==> src/hw/pmr_params.svh <==
// constants of the power mode and reset control block
`ifndef PMR_PARAMS_SVH
`define PMR_PARAMS_SVH

// ----------------------------------------------------------------------------
// register byte addresses
// ----------------------------------------------------------------------------
`define PMR_ADDR_PORT0     8'h80
`define PMR_ADDR_STACK     8'h81
`define PMR_ADDR_POWER     8'h87
`define PMR_ADDR_PORT1     8'h90
`define PMR_ADDR_SERIAL    8'h99
`define PMR_ADDR_PORT2     8'ha0
`define PMR_ADDR_PORT3     8'hb0

// ----------------------------------------------------------------------------
// field positions and reset values
// ----------------------------------------------------------------------------
`define PMR_BIT_IDLE       0
`define PMR_BIT_PDOWN      1
`define PMR_PWR_KEEP_MASK  8'h10
`define PMR_PWR_POR        8'h30
`define PMR_STACK_RST      8'h07
`define PMR_PORT_RST       8'hff

// ----------------------------------------------------------------------------
// timing
// ----------------------------------------------------------------------------
`define PMR_OSC_PERIOD_NS  25
`define PMR_OSC_PER_MC     12
`define PMR_S5P2_IDX       9
`define PMR_RST_HOLD_MC    2

`endif

==> src/hw/pmr_pkg.sv <==
// types shared by the power mode and reset control block
package pmr_pkg;

   typedef enum logic [2:0] {
      PMR_RUN   = 3'b001,
      PMR_IDLE  = 3'b010,
      PMR_PDOWN = 3'b100
   } pmr_mode_t;

   typedef struct packed {
      logic       sync1;
      logic       sync2;
      logic [1:0] hold_cnt;
      logic       chip_rst;
   } pmr_filt_st_t;

   typedef struct packed {
      pmr_mode_t   mode;
      logic [3:0]  mc_cnt;
      logic [7:0]  power_control;
      logic [7:0]  stack;
      logic [31:0] ports;
      logic [7:0]  serial_buffer;
      logic [7:0]  rdata;
      logic        wake;
      logic [1:0]  irq_s1;
      logic [1:0]  irq_s2;
   } pmr_top_st_t;

endpackage

==> src/hw/pmr_rst_filter.sv <==
// reset pin synchroniser and machine-cycle hold filter
`timescale 1ns/1ps
`include "pmr_params.svh"

module pmr_rst_filter
   import pmr_pkg::*;
#(
   parameter int HOLD_MC = `PMR_RST_HOLD_MC
) (
   // clock and reset
   input  wire logic i_core_clk,
   input  wire logic i_arst_n,
   // sampling
   input  wire logic i_sample,
   input  wire logic i_rst_pin,
   // results
   output logic      o_pin_sync,
   output logic      o_chip_rst
);

   initial begin
      if (HOLD_MC < 1 || HOLD_MC > 3) begin
         $error("pmr_rst_filter: HOLD_MC must be 1 to 3");
      end
   end

   localparam logic [1:0] HOLD = 2'(HOLD_MC);

   pmr_filt_st_t s_q;
   pmr_filt_st_t s_d;

   always_comb begin
      s_d       = s_q;
      s_d.sync1 = i_rst_pin;
      s_d.sync2 = s_q.sync1;
      // with HOLD_MC of two or more, a single high sample is a glitch and never starts a reset
      if (i_sample) begin
         if (!s_q.sync2) begin
            s_d.hold_cnt = 2'h0;
            s_d.chip_rst = 1'b0;
         end else if (s_q.hold_cnt >= HOLD - 2'h1) begin
            s_d.hold_cnt = HOLD;
            s_d.chip_rst = 1'b1;
         end else begin
            s_d.hold_cnt = s_q.hold_cnt + 2'h1;
         end
      end
   end

   always_ff @(posedge i_core_clk or negedge i_arst_n) begin
      if (!i_arst_n) begin
         s_q <= '0;
      end else begin
         s_q <= s_d;
      end
   end

   assign o_pin_sync = s_q.sync2;
   assign o_chip_rst = s_q.chip_rst;

   property p_sample_only;
      @(posedge i_core_clk) disable iff (!i_arst_n)
         !i_sample |=> $stable(s_q.hold_cnt) && $stable(s_q.chip_rst);
   endproperty
   a_sample_only: assert property (p_sample_only) else $error("reset sampled off S5P2");

   property p_no_glitch;
      @(posedge i_core_clk) disable iff (!i_arst_n)
         $rose(s_q.chip_rst) |-> $past(s_q.hold_cnt) == HOLD - 2'h1 && $past(s_q.sync2);
   endproperty
   a_no_glitch: assert property (p_no_glitch) else $error("reset started by short pulse");

endmodule

==> src/hw/pmr_top.sv <==
// power mode and reset control top level
`timescale 1ns/1ps
`include "pmr_params.svh"

// Function
// - writing one to idle_request_bit enters idle mode
// - idle gates the processor core clock off
// - idle keeps peripheral and interrupt logic clocks running
// - any taken interrupt or reset leaves idle and restores core clock
// - writing one to powerdown_request_bit enters power-down mode
// - power-down stops all internal clocks and the oscillator
// - power-down exits only on reset or enabled level ext_irq_zero/one
// - security bit 7 at zero selects half-gain oscillator amplifier
// - reset pin sampled once per machine cycle at state five phase two
// - short reset glitches are filtered and never start a reset
// - reset loads every port latch with all ones
// - reset loads stack pointer with seven
// - reset clears power_control except bit four, which stays
// - reset clears other registers; serial_buffer stays untouched
// - oscillator clock is divided by two before internal use
module pmr_top
   import pmr_pkg::*;
#(
   parameter int OSC_PER_MC = `PMR_OSC_PER_MC,
   parameter int S5P2_IDX   = `PMR_S5P2_IDX,
   parameter int HOLD_MC    = `PMR_RST_HOLD_MC
) (
   // clock and reset
   input  wire logic        i_core_clk,
   input  wire logic        i_arst_n,
   // register port
   input  wire logic [7:0]  i_addr,
   input  wire logic [7:0]  i_wdata,
   input  wire logic        i_wr,
   input  wire logic        i_rd,
   output logic      [7:0]  o_rdata,
   // pins
   input  wire logic        i_rst_pin,
   input  wire logic        i_ext_irq_zero_n,
   input  wire logic        i_ext_irq_one_n,
   // interrupt logic
   input  wire logic        i_irq_taken,
   input  wire logic [1:0]  i_ext_irq_en,
   input  wire logic [1:0]  i_ext_irq_level,
   // nonvolatile security byte
   input  wire logic        i_sec_bit7,
   // clock control
   output logic             o_core_clk_en,
   output logic             o_periph_clk_en,
   output logic             o_osc_en,
   output logic             o_osc_low_gain,
   // reset and register state
   output logic             o_chip_rst,
   output logic             o_wake_irq,
   output logic      [7:0]  o_power_control,
   output logic      [7:0]  o_stack,
   output logic      [31:0] o_ports,
   output logic      [7:0]  o_serial_buffer,
   output logic      [2:0]  o_mode
);

   initial begin
      if (OSC_PER_MC < 2 || OSC_PER_MC > 16 || OSC_PER_MC % 2 != 0) begin
         $error("pmr_top: OSC_PER_MC must be even, 2 to 16");
      end
      if (S5P2_IDX < 0 || S5P2_IDX >= OSC_PER_MC) begin
         $error("pmr_top: S5P2_IDX out of range");
      end
   end

   localparam logic [3:0] MC_LAST = 4'(OSC_PER_MC - 1);
   localparam logic [3:0] S5P2    = 4'(S5P2_IDX);

   // ---------------------------------------------------------------------------
   // state
   // ---------------------------------------------------------------------------
   pmr_top_st_t s_q;
   pmr_top_st_t s_d;

   logic       sample;
   logic       pin_sync;
   logic       chip_rst;
   logic       phase;
   logic       wr_power;
   logic       pd_wake;

   assign sample = s_q.mode != PMR_PDOWN && s_q.mc_cnt == S5P2;
   // odd oscillator clocks only: internal clocks run at half rate
   assign phase  = s_q.mc_cnt[0];
   assign wr_power = i_wr && i_addr == `PMR_ADDR_POWER;
   // level-triggered, enabled external interrupts only
   assign pd_wake = |(i_ext_irq_en & i_ext_irq_level & ~s_q.irq_s2);

   // ---------------------------------------------------------------------------
   // reset pin filter
   // ---------------------------------------------------------------------------
   pmr_rst_filter #(
      .HOLD_MC (HOLD_MC)
   ) u_filter (
      .i_core_clk (i_core_clk),
      .i_arst_n   (i_arst_n),
      .i_sample   (sample),
      .i_rst_pin  (i_rst_pin),
      .o_pin_sync (pin_sync),
      .o_chip_rst (chip_rst)
   );

   // ---------------------------------------------------------------------------
   // next state
   // ---------------------------------------------------------------------------
   always_comb begin
      s_d        = s_q;
      s_d.wake   = 1'b0;
      s_d.rdata  = 8'h00;
      s_d.irq_s1 = {i_ext_irq_one_n, i_ext_irq_zero_n};
      s_d.irq_s2 = s_q.irq_s1;

      // machine-cycle counter freezes with the oscillator
      if (s_q.mode != PMR_PDOWN) begin
         s_d.mc_cnt = (s_q.mc_cnt == MC_LAST) ? 4'h0 : s_q.mc_cnt + 4'h1;
      end

      // register writes
      if (i_wr) begin
         case (i_addr)
            `PMR_ADDR_POWER:  s_d.power_control = i_wdata;
            `PMR_ADDR_STACK:  s_d.stack = i_wdata;
            `PMR_ADDR_PORT0:  s_d.ports[7:0] = i_wdata;
            `PMR_ADDR_PORT1:  s_d.ports[15:8] = i_wdata;
            `PMR_ADDR_PORT2:  s_d.ports[23:16] = i_wdata;
            `PMR_ADDR_PORT3:  s_d.ports[31:24] = i_wdata;
            `PMR_ADDR_SERIAL: s_d.serial_buffer = i_wdata;
            default: begin
            end
         endcase
      end

      // register reads, answered one cycle later, unmapped reads zero
      if (i_rd) begin
         case (i_addr)
            `PMR_ADDR_POWER:  s_d.rdata = s_q.power_control;
            `PMR_ADDR_STACK:  s_d.rdata = s_q.stack;
            `PMR_ADDR_PORT0:  s_d.rdata = s_q.ports[7:0];
            `PMR_ADDR_PORT1:  s_d.rdata = s_q.ports[15:8];
            `PMR_ADDR_PORT2:  s_d.rdata = s_q.ports[23:16];
            `PMR_ADDR_PORT3:  s_d.rdata = s_q.ports[31:24];
            `PMR_ADDR_SERIAL: s_d.rdata = s_q.serial_buffer;
            default:          s_d.rdata = 8'h00;
         endcase
      end

      // power modes
      case (s_q.mode)
         PMR_RUN: begin
            // power-down wins when both request bits are written together
            if (wr_power && i_wdata[`PMR_BIT_PDOWN]) begin
               s_d.mode = PMR_PDOWN;
            end else if (wr_power && i_wdata[`PMR_BIT_IDLE]) begin
               s_d.mode = PMR_IDLE;
            end else if (s_q.power_control[`PMR_BIT_PDOWN] && !pin_sync) begin
               // pin fell before the filter took it: a glitch, so sleep again
               s_d.mode = PMR_PDOWN;
            end
         end
         PMR_IDLE: begin
            if (i_irq_taken) begin
               s_d.mode = PMR_RUN;
               s_d.power_control[`PMR_BIT_IDLE] = 1'b0;
               s_d.wake = 1'b1;
            end
         end
         PMR_PDOWN: begin
            if (pd_wake) begin
               s_d.mode = PMR_RUN;
               s_d.power_control[`PMR_BIT_PDOWN] = 1'b0;
               s_d.wake = 1'b1;
            end else if (pin_sync) begin
               // restart the oscillator so the filter can sample the pin
               s_d.mode = PMR_RUN;
            end
         end
         default: begin
            s_d.mode = PMR_RUN;
         end
      endcase

      // filtered reset overrides mode, wake, ports, stack and power_control except bit four; not the serial buffer
      if (chip_rst) begin
         s_d.mode          = PMR_RUN;
         s_d.wake          = 1'b0;
         s_d.ports         = {4{`PMR_PORT_RST}};
         s_d.stack         = `PMR_STACK_RST;
         s_d.power_control = s_q.power_control & `PMR_PWR_KEEP_MASK;
      end
   end

   always_ff @(posedge i_core_clk or negedge i_arst_n) begin
      if (!i_arst_n) begin
         s_q.mode          <= PMR_RUN;
         s_q.mc_cnt        <= 4'h0;
         s_q.power_control <= `PMR_PWR_POR;
         s_q.stack         <= `PMR_STACK_RST;
         s_q.ports         <= {4{`PMR_PORT_RST}};
         s_q.serial_buffer <= 8'h00;
         s_q.rdata         <= 8'h00;
         s_q.wake          <= 1'b0;
         s_q.irq_s1        <= 2'h3;
         s_q.irq_s2        <= 2'h3;
      end else begin
         s_q <= s_d;
      end
   end

   // ---------------------------------------------------------------------------
   // outputs
   // ---------------------------------------------------------------------------
   assign o_core_clk_en   = phase && s_q.mode == PMR_RUN;
   assign o_periph_clk_en = phase && s_q.mode != PMR_PDOWN;
   assign o_osc_en        = s_q.mode != PMR_PDOWN;
   // fuse is static, no synchroniser needed
   assign o_osc_low_gain  = !i_sec_bit7;
   assign o_chip_rst      = chip_rst;
   assign o_wake_irq      = s_q.wake;
   assign o_rdata         = s_q.rdata;
   assign o_power_control = s_q.power_control;
   assign o_stack         = s_q.stack;
   assign o_ports         = s_q.ports;
   assign o_serial_buffer = s_q.serial_buffer;
   assign o_mode          = s_q.mode;

   // ---------------------------------------------------------------------------
   // assertions
   // ---------------------------------------------------------------------------
   property p_idle_entry;
      @(posedge i_core_clk) disable iff (!i_arst_n)
         s_q.mode == PMR_RUN && wr_power && i_wdata[0] && !i_wdata[1] && !chip_rst
            |=> s_q.mode == PMR_IDLE;
   endproperty
   a_idle_entry: assert property (p_idle_entry) else $error("idle not entered");

   property p_core_gated;
      @(posedge i_core_clk) disable iff (!i_arst_n)
         s_q.mode != PMR_RUN |-> !o_core_clk_en;
   endproperty
   a_core_gated: assert property (p_core_gated) else $error("core clock runs in idle");

   property p_periph_runs;
      @(posedge i_core_clk) disable iff (!i_arst_n)
         s_q.mode == PMR_IDLE ##1 s_q.mode == PMR_IDLE |-> o_periph_clk_en || $past(o_periph_clk_en);
   endproperty
   a_periph_runs: assert property (p_periph_runs) else $error("peripheral clock stopped");

   property p_idle_exit;
      @(posedge i_core_clk) disable iff (!i_arst_n)
         s_q.mode == PMR_IDLE && i_irq_taken && !chip_rst
            |=> s_q.mode == PMR_RUN && !s_q.power_control[0] && o_wake_irq;
   endproperty
   a_idle_exit: assert property (p_idle_exit) else $error("idle exit wrong");

   property p_pd_entry;
      @(posedge i_core_clk) disable iff (!i_arst_n)
         s_q.mode == PMR_RUN && wr_power && i_wdata[1] && !chip_rst
            |=> s_q.mode == PMR_PDOWN && !o_osc_en;
   endproperty
   a_pd_entry: assert property (p_pd_entry) else $error("power-down not entered");

   property p_pd_frozen;
      @(posedge i_core_clk) disable iff (!i_arst_n)
         s_q.mode == PMR_PDOWN ##1 s_q.mode == PMR_PDOWN
            |-> $stable(s_q.mc_cnt) && !o_periph_clk_en && !o_osc_en;
   endproperty
   a_pd_frozen: assert property (p_pd_frozen) else $error("clock runs in power-down");

   property p_pd_hold;
      @(posedge i_core_clk) disable iff (!i_arst_n)
         s_q.mode == PMR_PDOWN && !pd_wake && !pin_sync && !chip_rst |=> s_q.mode == PMR_PDOWN;
   endproperty
   a_pd_hold: assert property (p_pd_hold) else $error("power-down left without cause");

   property p_low_gain;
      @(posedge i_core_clk) disable iff (!i_arst_n)
         o_osc_low_gain != i_sec_bit7;
   endproperty
   a_low_gain: assert property (p_low_gain) else $error("amplifier gain wrong");

   property p_rst_values;
      @(posedge i_core_clk) disable iff (!i_arst_n)
         chip_rst && !i_wr |=> o_ports == 32'hffffffff && o_stack == 8'h07
            && (o_power_control & 8'hef) == 8'h00
            && o_power_control[4] == $past(o_power_control[4]);
   endproperty
   a_rst_values: assert property (p_rst_values) else $error("reset values wrong");

   property p_serial_buffer_kept;
      @(posedge i_core_clk) disable iff (!i_arst_n)
         chip_rst && !(i_wr && i_addr == 8'h99) |=> $stable(o_serial_buffer);
   endproperty
   a_serial_buffer_kept: assert property (p_serial_buffer_kept) else $error("serial buffer disturbed");

   property p_half_rate;
      @(posedge i_core_clk) disable iff (!i_arst_n)
         o_periph_clk_en |=> !o_periph_clk_en;
   endproperty
   a_half_rate: assert property (p_half_rate) else $error("clock not divided by two");

endmodule

==> config.mk <==
export PLATFORM = sky130hd
export DESIGN_NAME = pmr_top
export DESIGN_NICKNAME = d
export VERILOG_FILES = /design/src/hw/pmr_pkg.sv /design/src/hw/pmr_rst_filter.sv /design/src/hw/pmr_top.sv
export VERILOG_INCLUDE_DIRS = /design/src /design/src/hw
export SDC_FILE = /design/constraint.sdc
export NUM_CORES = 1
export LEC_CHECK = 0
export ABC_CLOCK_PERIOD_IN_PS = 3100
export BUFFER_PORTS_ARGS = -buffer_cell sky130_fd_sc_hd__buf_2
export CAP_MARGIN = 20
export CORE_AREA = 5 5 128 130
export DETAILED_ROUTE_END_ITERATION = 8
export DIE_AREA = 0 0 133 135
export SKIP_LAST_GASP = 1
export SLEW_MARGIN = 10
export SYNTH_ARGS = -nofsm -noshare
export SYNTH_HDL_FRONTEND = slang
export SYNTH_SLANG_ARGS = --single-unit
==> constraint.sdc <==
create_clock -name i_core_clk -period 3.1 [get_ports i_core_clk]
set_input_delay 0.465 -clock i_core_clk [delete_from_list [all_inputs] [get_ports i_core_clk]]
set_output_delay 0.465 -clock i_core_clk [all_outputs]
set_load 0.05 [all_outputs]
==> results.cfg <==
[critical_path]
crit_slowest_cell = sky130_fd_sc_hd__dfstp_2
timing.critical_path.max_delay_family = flip-flops
critPathMaxFanout = 7
arrival_worst_endpoint_ns = 1.76
cp_cell_sequence = nor3b_1, and2_1, buf_2
cp_num_buf_inv = 1
reg2reg_from = o_mode[0]
path_class = reg2out
critPathRequiredTime_ns = 2.63
critPathCaptureType = output port
regToRegSetupSlack_ns = 1.50
timing_startpoint_of_the_critical_path = o_mode[0]
max_stage_delay_ns = 0.59
reg2regPathDepth = 4
startpoint_type = flop
crit-reg2reg-capture = o_mode[2]

[run_status]
run_status = finished, final reports clean

[grt]
antenna_found_initial = 3
via_count_of_the_first_global_routing_pass = 3299
maximum_number_of_pins_on_one_net_before_global_route_repair = 82
grt_use_total_pct = 13.8
grt_pass1_wl_mm = 19.1
grt_overflow_total = 0

[logic_synthesis]
synthArstFlopShare_pct = 100
syn_nets = 449
ys.flop_type = sky130_fd_sc_hd__dfstp_2
synth_fa_ha_area_share_pct = 0.567
seq_area_frac_synth_pct = 47.1
post_synth_and_or_nand_nor_area_fraction_pct = 14.4
synth_top_family_by_area = compound AO/OA/AOI/OAI gates
netlist_area_before_placement_sq_um = 4420
post_synth_inst_count = 418
post_synth_edffs = 0
syn_avg_cell_area_sq_um = 10.6
xor_xnor_portion_of_the_synthesized_cell_area_pct = 0
synth_seq_cells = 81
synth.area.mux_share_pct = 7.11
ys_types = 55
yosys_warnings = 0
synth_compound_area_share_pct = 15.4

[drt]
drt_first_pass_iters = 5
wl_per_cell_um = 18.9
initialDrtViolationCount = 150
antenna_left = 0
drc = 0
detailed_route_vias_per_instance = 5.02
wirelength_mm = 12.1
dr_total_vias = 3222

[hold_path]
holdCritPathClass = in2async

[cells_and_area]
drive_gt1_share_pct = 42.5
final_util_pct = 32.5
final_cell_mix = sky130_fd_sc_hd__buf_2 (100), sky130_fd_sc_hd__nand2_1 (53), sky130_fd_sc_hd__dfstp_2 (42)
final_nets = 478
area_growth_syn_to_layout_pct = 10.6
mostFrequentLayoutCell = sky130_fd_sc_hd__buf_2

[floorplan]
fp.dieArea_sq_um = 18000
io_pins = 102
effective_utilization_at_floorplan_pct = 29.4
fp.dieW_um = 133
core_area_sq_um = 15000
fp.dieH_um = 135
number_of_placement_rows = 45

[clocking]
tritoncts = done
cts_sink_cnt = 81
cts_max_path_buffers = 2
root_buffer = sky130_fd_sc_hd__clkbuf_16
post_cts.repair.setup_buffers = 0
htreeDepth = 3
worst_setup_hold_path_clk_slew_ns = 0.06
postCtsHoldBufs = 0
cts_bufs_inserted = 9
cts.repair.resized = 0
clock_latency_late_sink_ns = 0.34

[timing]
finalWorstSetupSlack_ns = 0.878
rsz0062_at_grt = false
setup_violations = 0
fin_crit_sh_pct = 71.7
achievable-frequency_ghz = 0.450
finClkSkew_ns = 0.00807
fin_crit_ns = 2.22
worst_pin_slew_ns = 0.702
timing.final.max_slew_violations = 0
setup_total_negative_slack_ns = 0
slew-limit-headroom_pct = 53.0
timing_hold_violations_final = 0

[pwr]
vdd.ir_drop.worst_mv = 0.235
leakage_nw = 2.25
power.density_cell_area_nw_per_um2 = 537

[placement]
placer_s_final_routability_congestion_estimate = 0.837
place_ws_ns = 0.809
placement.io_buffers = 101
dp.final_hpwl_mm = 9.04

[flow_run]
max-cap-violations = 0
## stage by stage
step                      total power, mW  instances  hold WS [ns]  instance area [sq um]
after floorplan                      1.45        418         0.169                   4420
after global placement               1.56        623         0.336                   4560
after detailed placement             1.57        623         0.342                   4560
after CTS                            2.65        639         0.205                   4860
after global routing                 2.74        642         0.122                   4880
final                                2.62        642        0.0903                   4880
## power breakdown
group	switching [mW]	internal (mW)	leakage, nW
clock	0.438	0.627	0.139
sequential	0.0453	1.11	0.970
combinational	0.293	0.109	1.14
total	0.777	1.85	2.25
## cell type report
cell class	instances	area (sq um)
inverters	12	45.0
fillers	1526	10100
clock buffers	10	229
flip-flops and latches	81	2080
repair buffers	107	566
multi-input cells	236	1660
clock inverters	6	67.6
well taps	188	235
diodes	2	5.00
## how the worst max path moves through the flow
stage                      endpoint  cells after the start  slack [ns]
floorplan           o_periph_clk_en                      3        0.98
global placement         o_rdata[4]                      5        0.85
detailed placement       o_rdata[4]                      5        0.81
CTS                   o_core_clk_en                      3        0.87
global route          o_core_clk_en                      3        0.76
finish                o_core_clk_en                      3        0.88
## metal layers
layer	routed length, um	share of wire [%]	up-vias	track usage, %
met3	753	6.2	20	3.84
met4	367	3.0	2	6.58
met5	7	0.058	-	0
met1	5380	44	1585	17.7
li1	-	-	1499	-
met2	5630	46	116	21.4
## synthesized netlist by cell type (all sizes together), types with 4 or more instances
master	n	area share (%)
a222oi	8	1.8
a22oi	7	1.2
o2bb2ai	7	1.4
o21ai	4	0.54
a211o	8	1.6
mux2	9	2.3
inv	12	1.0
a21oi	11	1.2
buf	78	13
nor2	18	1.5
mux2i	19	4.3
nor2b	4	0.57
clkbuf	10	0.85
dfstp	42	25
nand4	4	0.57
a22o	8	1.6
dfrtp	39	22
nand2	55	5.0
and2	7	1.0
and4	4	0.79
and3	9	1.5
o211ai	22	3.7
## flip-flops by register name (all words and copies together) (netlist names)
| register | count |
|---|---|
| s_d | 2 |
| o_serial_buffer | 8 |
| o_rdata | 8 |
| u_filter.o_chip_rst | 1 |
| o_ports | 32 |
| o_mode | 3 |
| s_q | 5 |
| phase | 1 |
| o_power_control | 8 |
| u_filter.s_q | 2 |
| o_wake_irq | 1 |
| u_filter.s_d | 1 |
| o_stack | 8 |
| u_filter.o_pin_sync | 1 |
## logic make-up (layout without fill, tap and decap cells)
logic type / after synthesis / count (layout)
compound gates: 88 / 88
fa+ha+maj: 2 / 2
buf+inv: 101 / 135
flops: 81 / 81
mux: 29 / 29
other cells: 0 / 2
simple gates: 117 / 117
(Power assumes the default switching activity.)
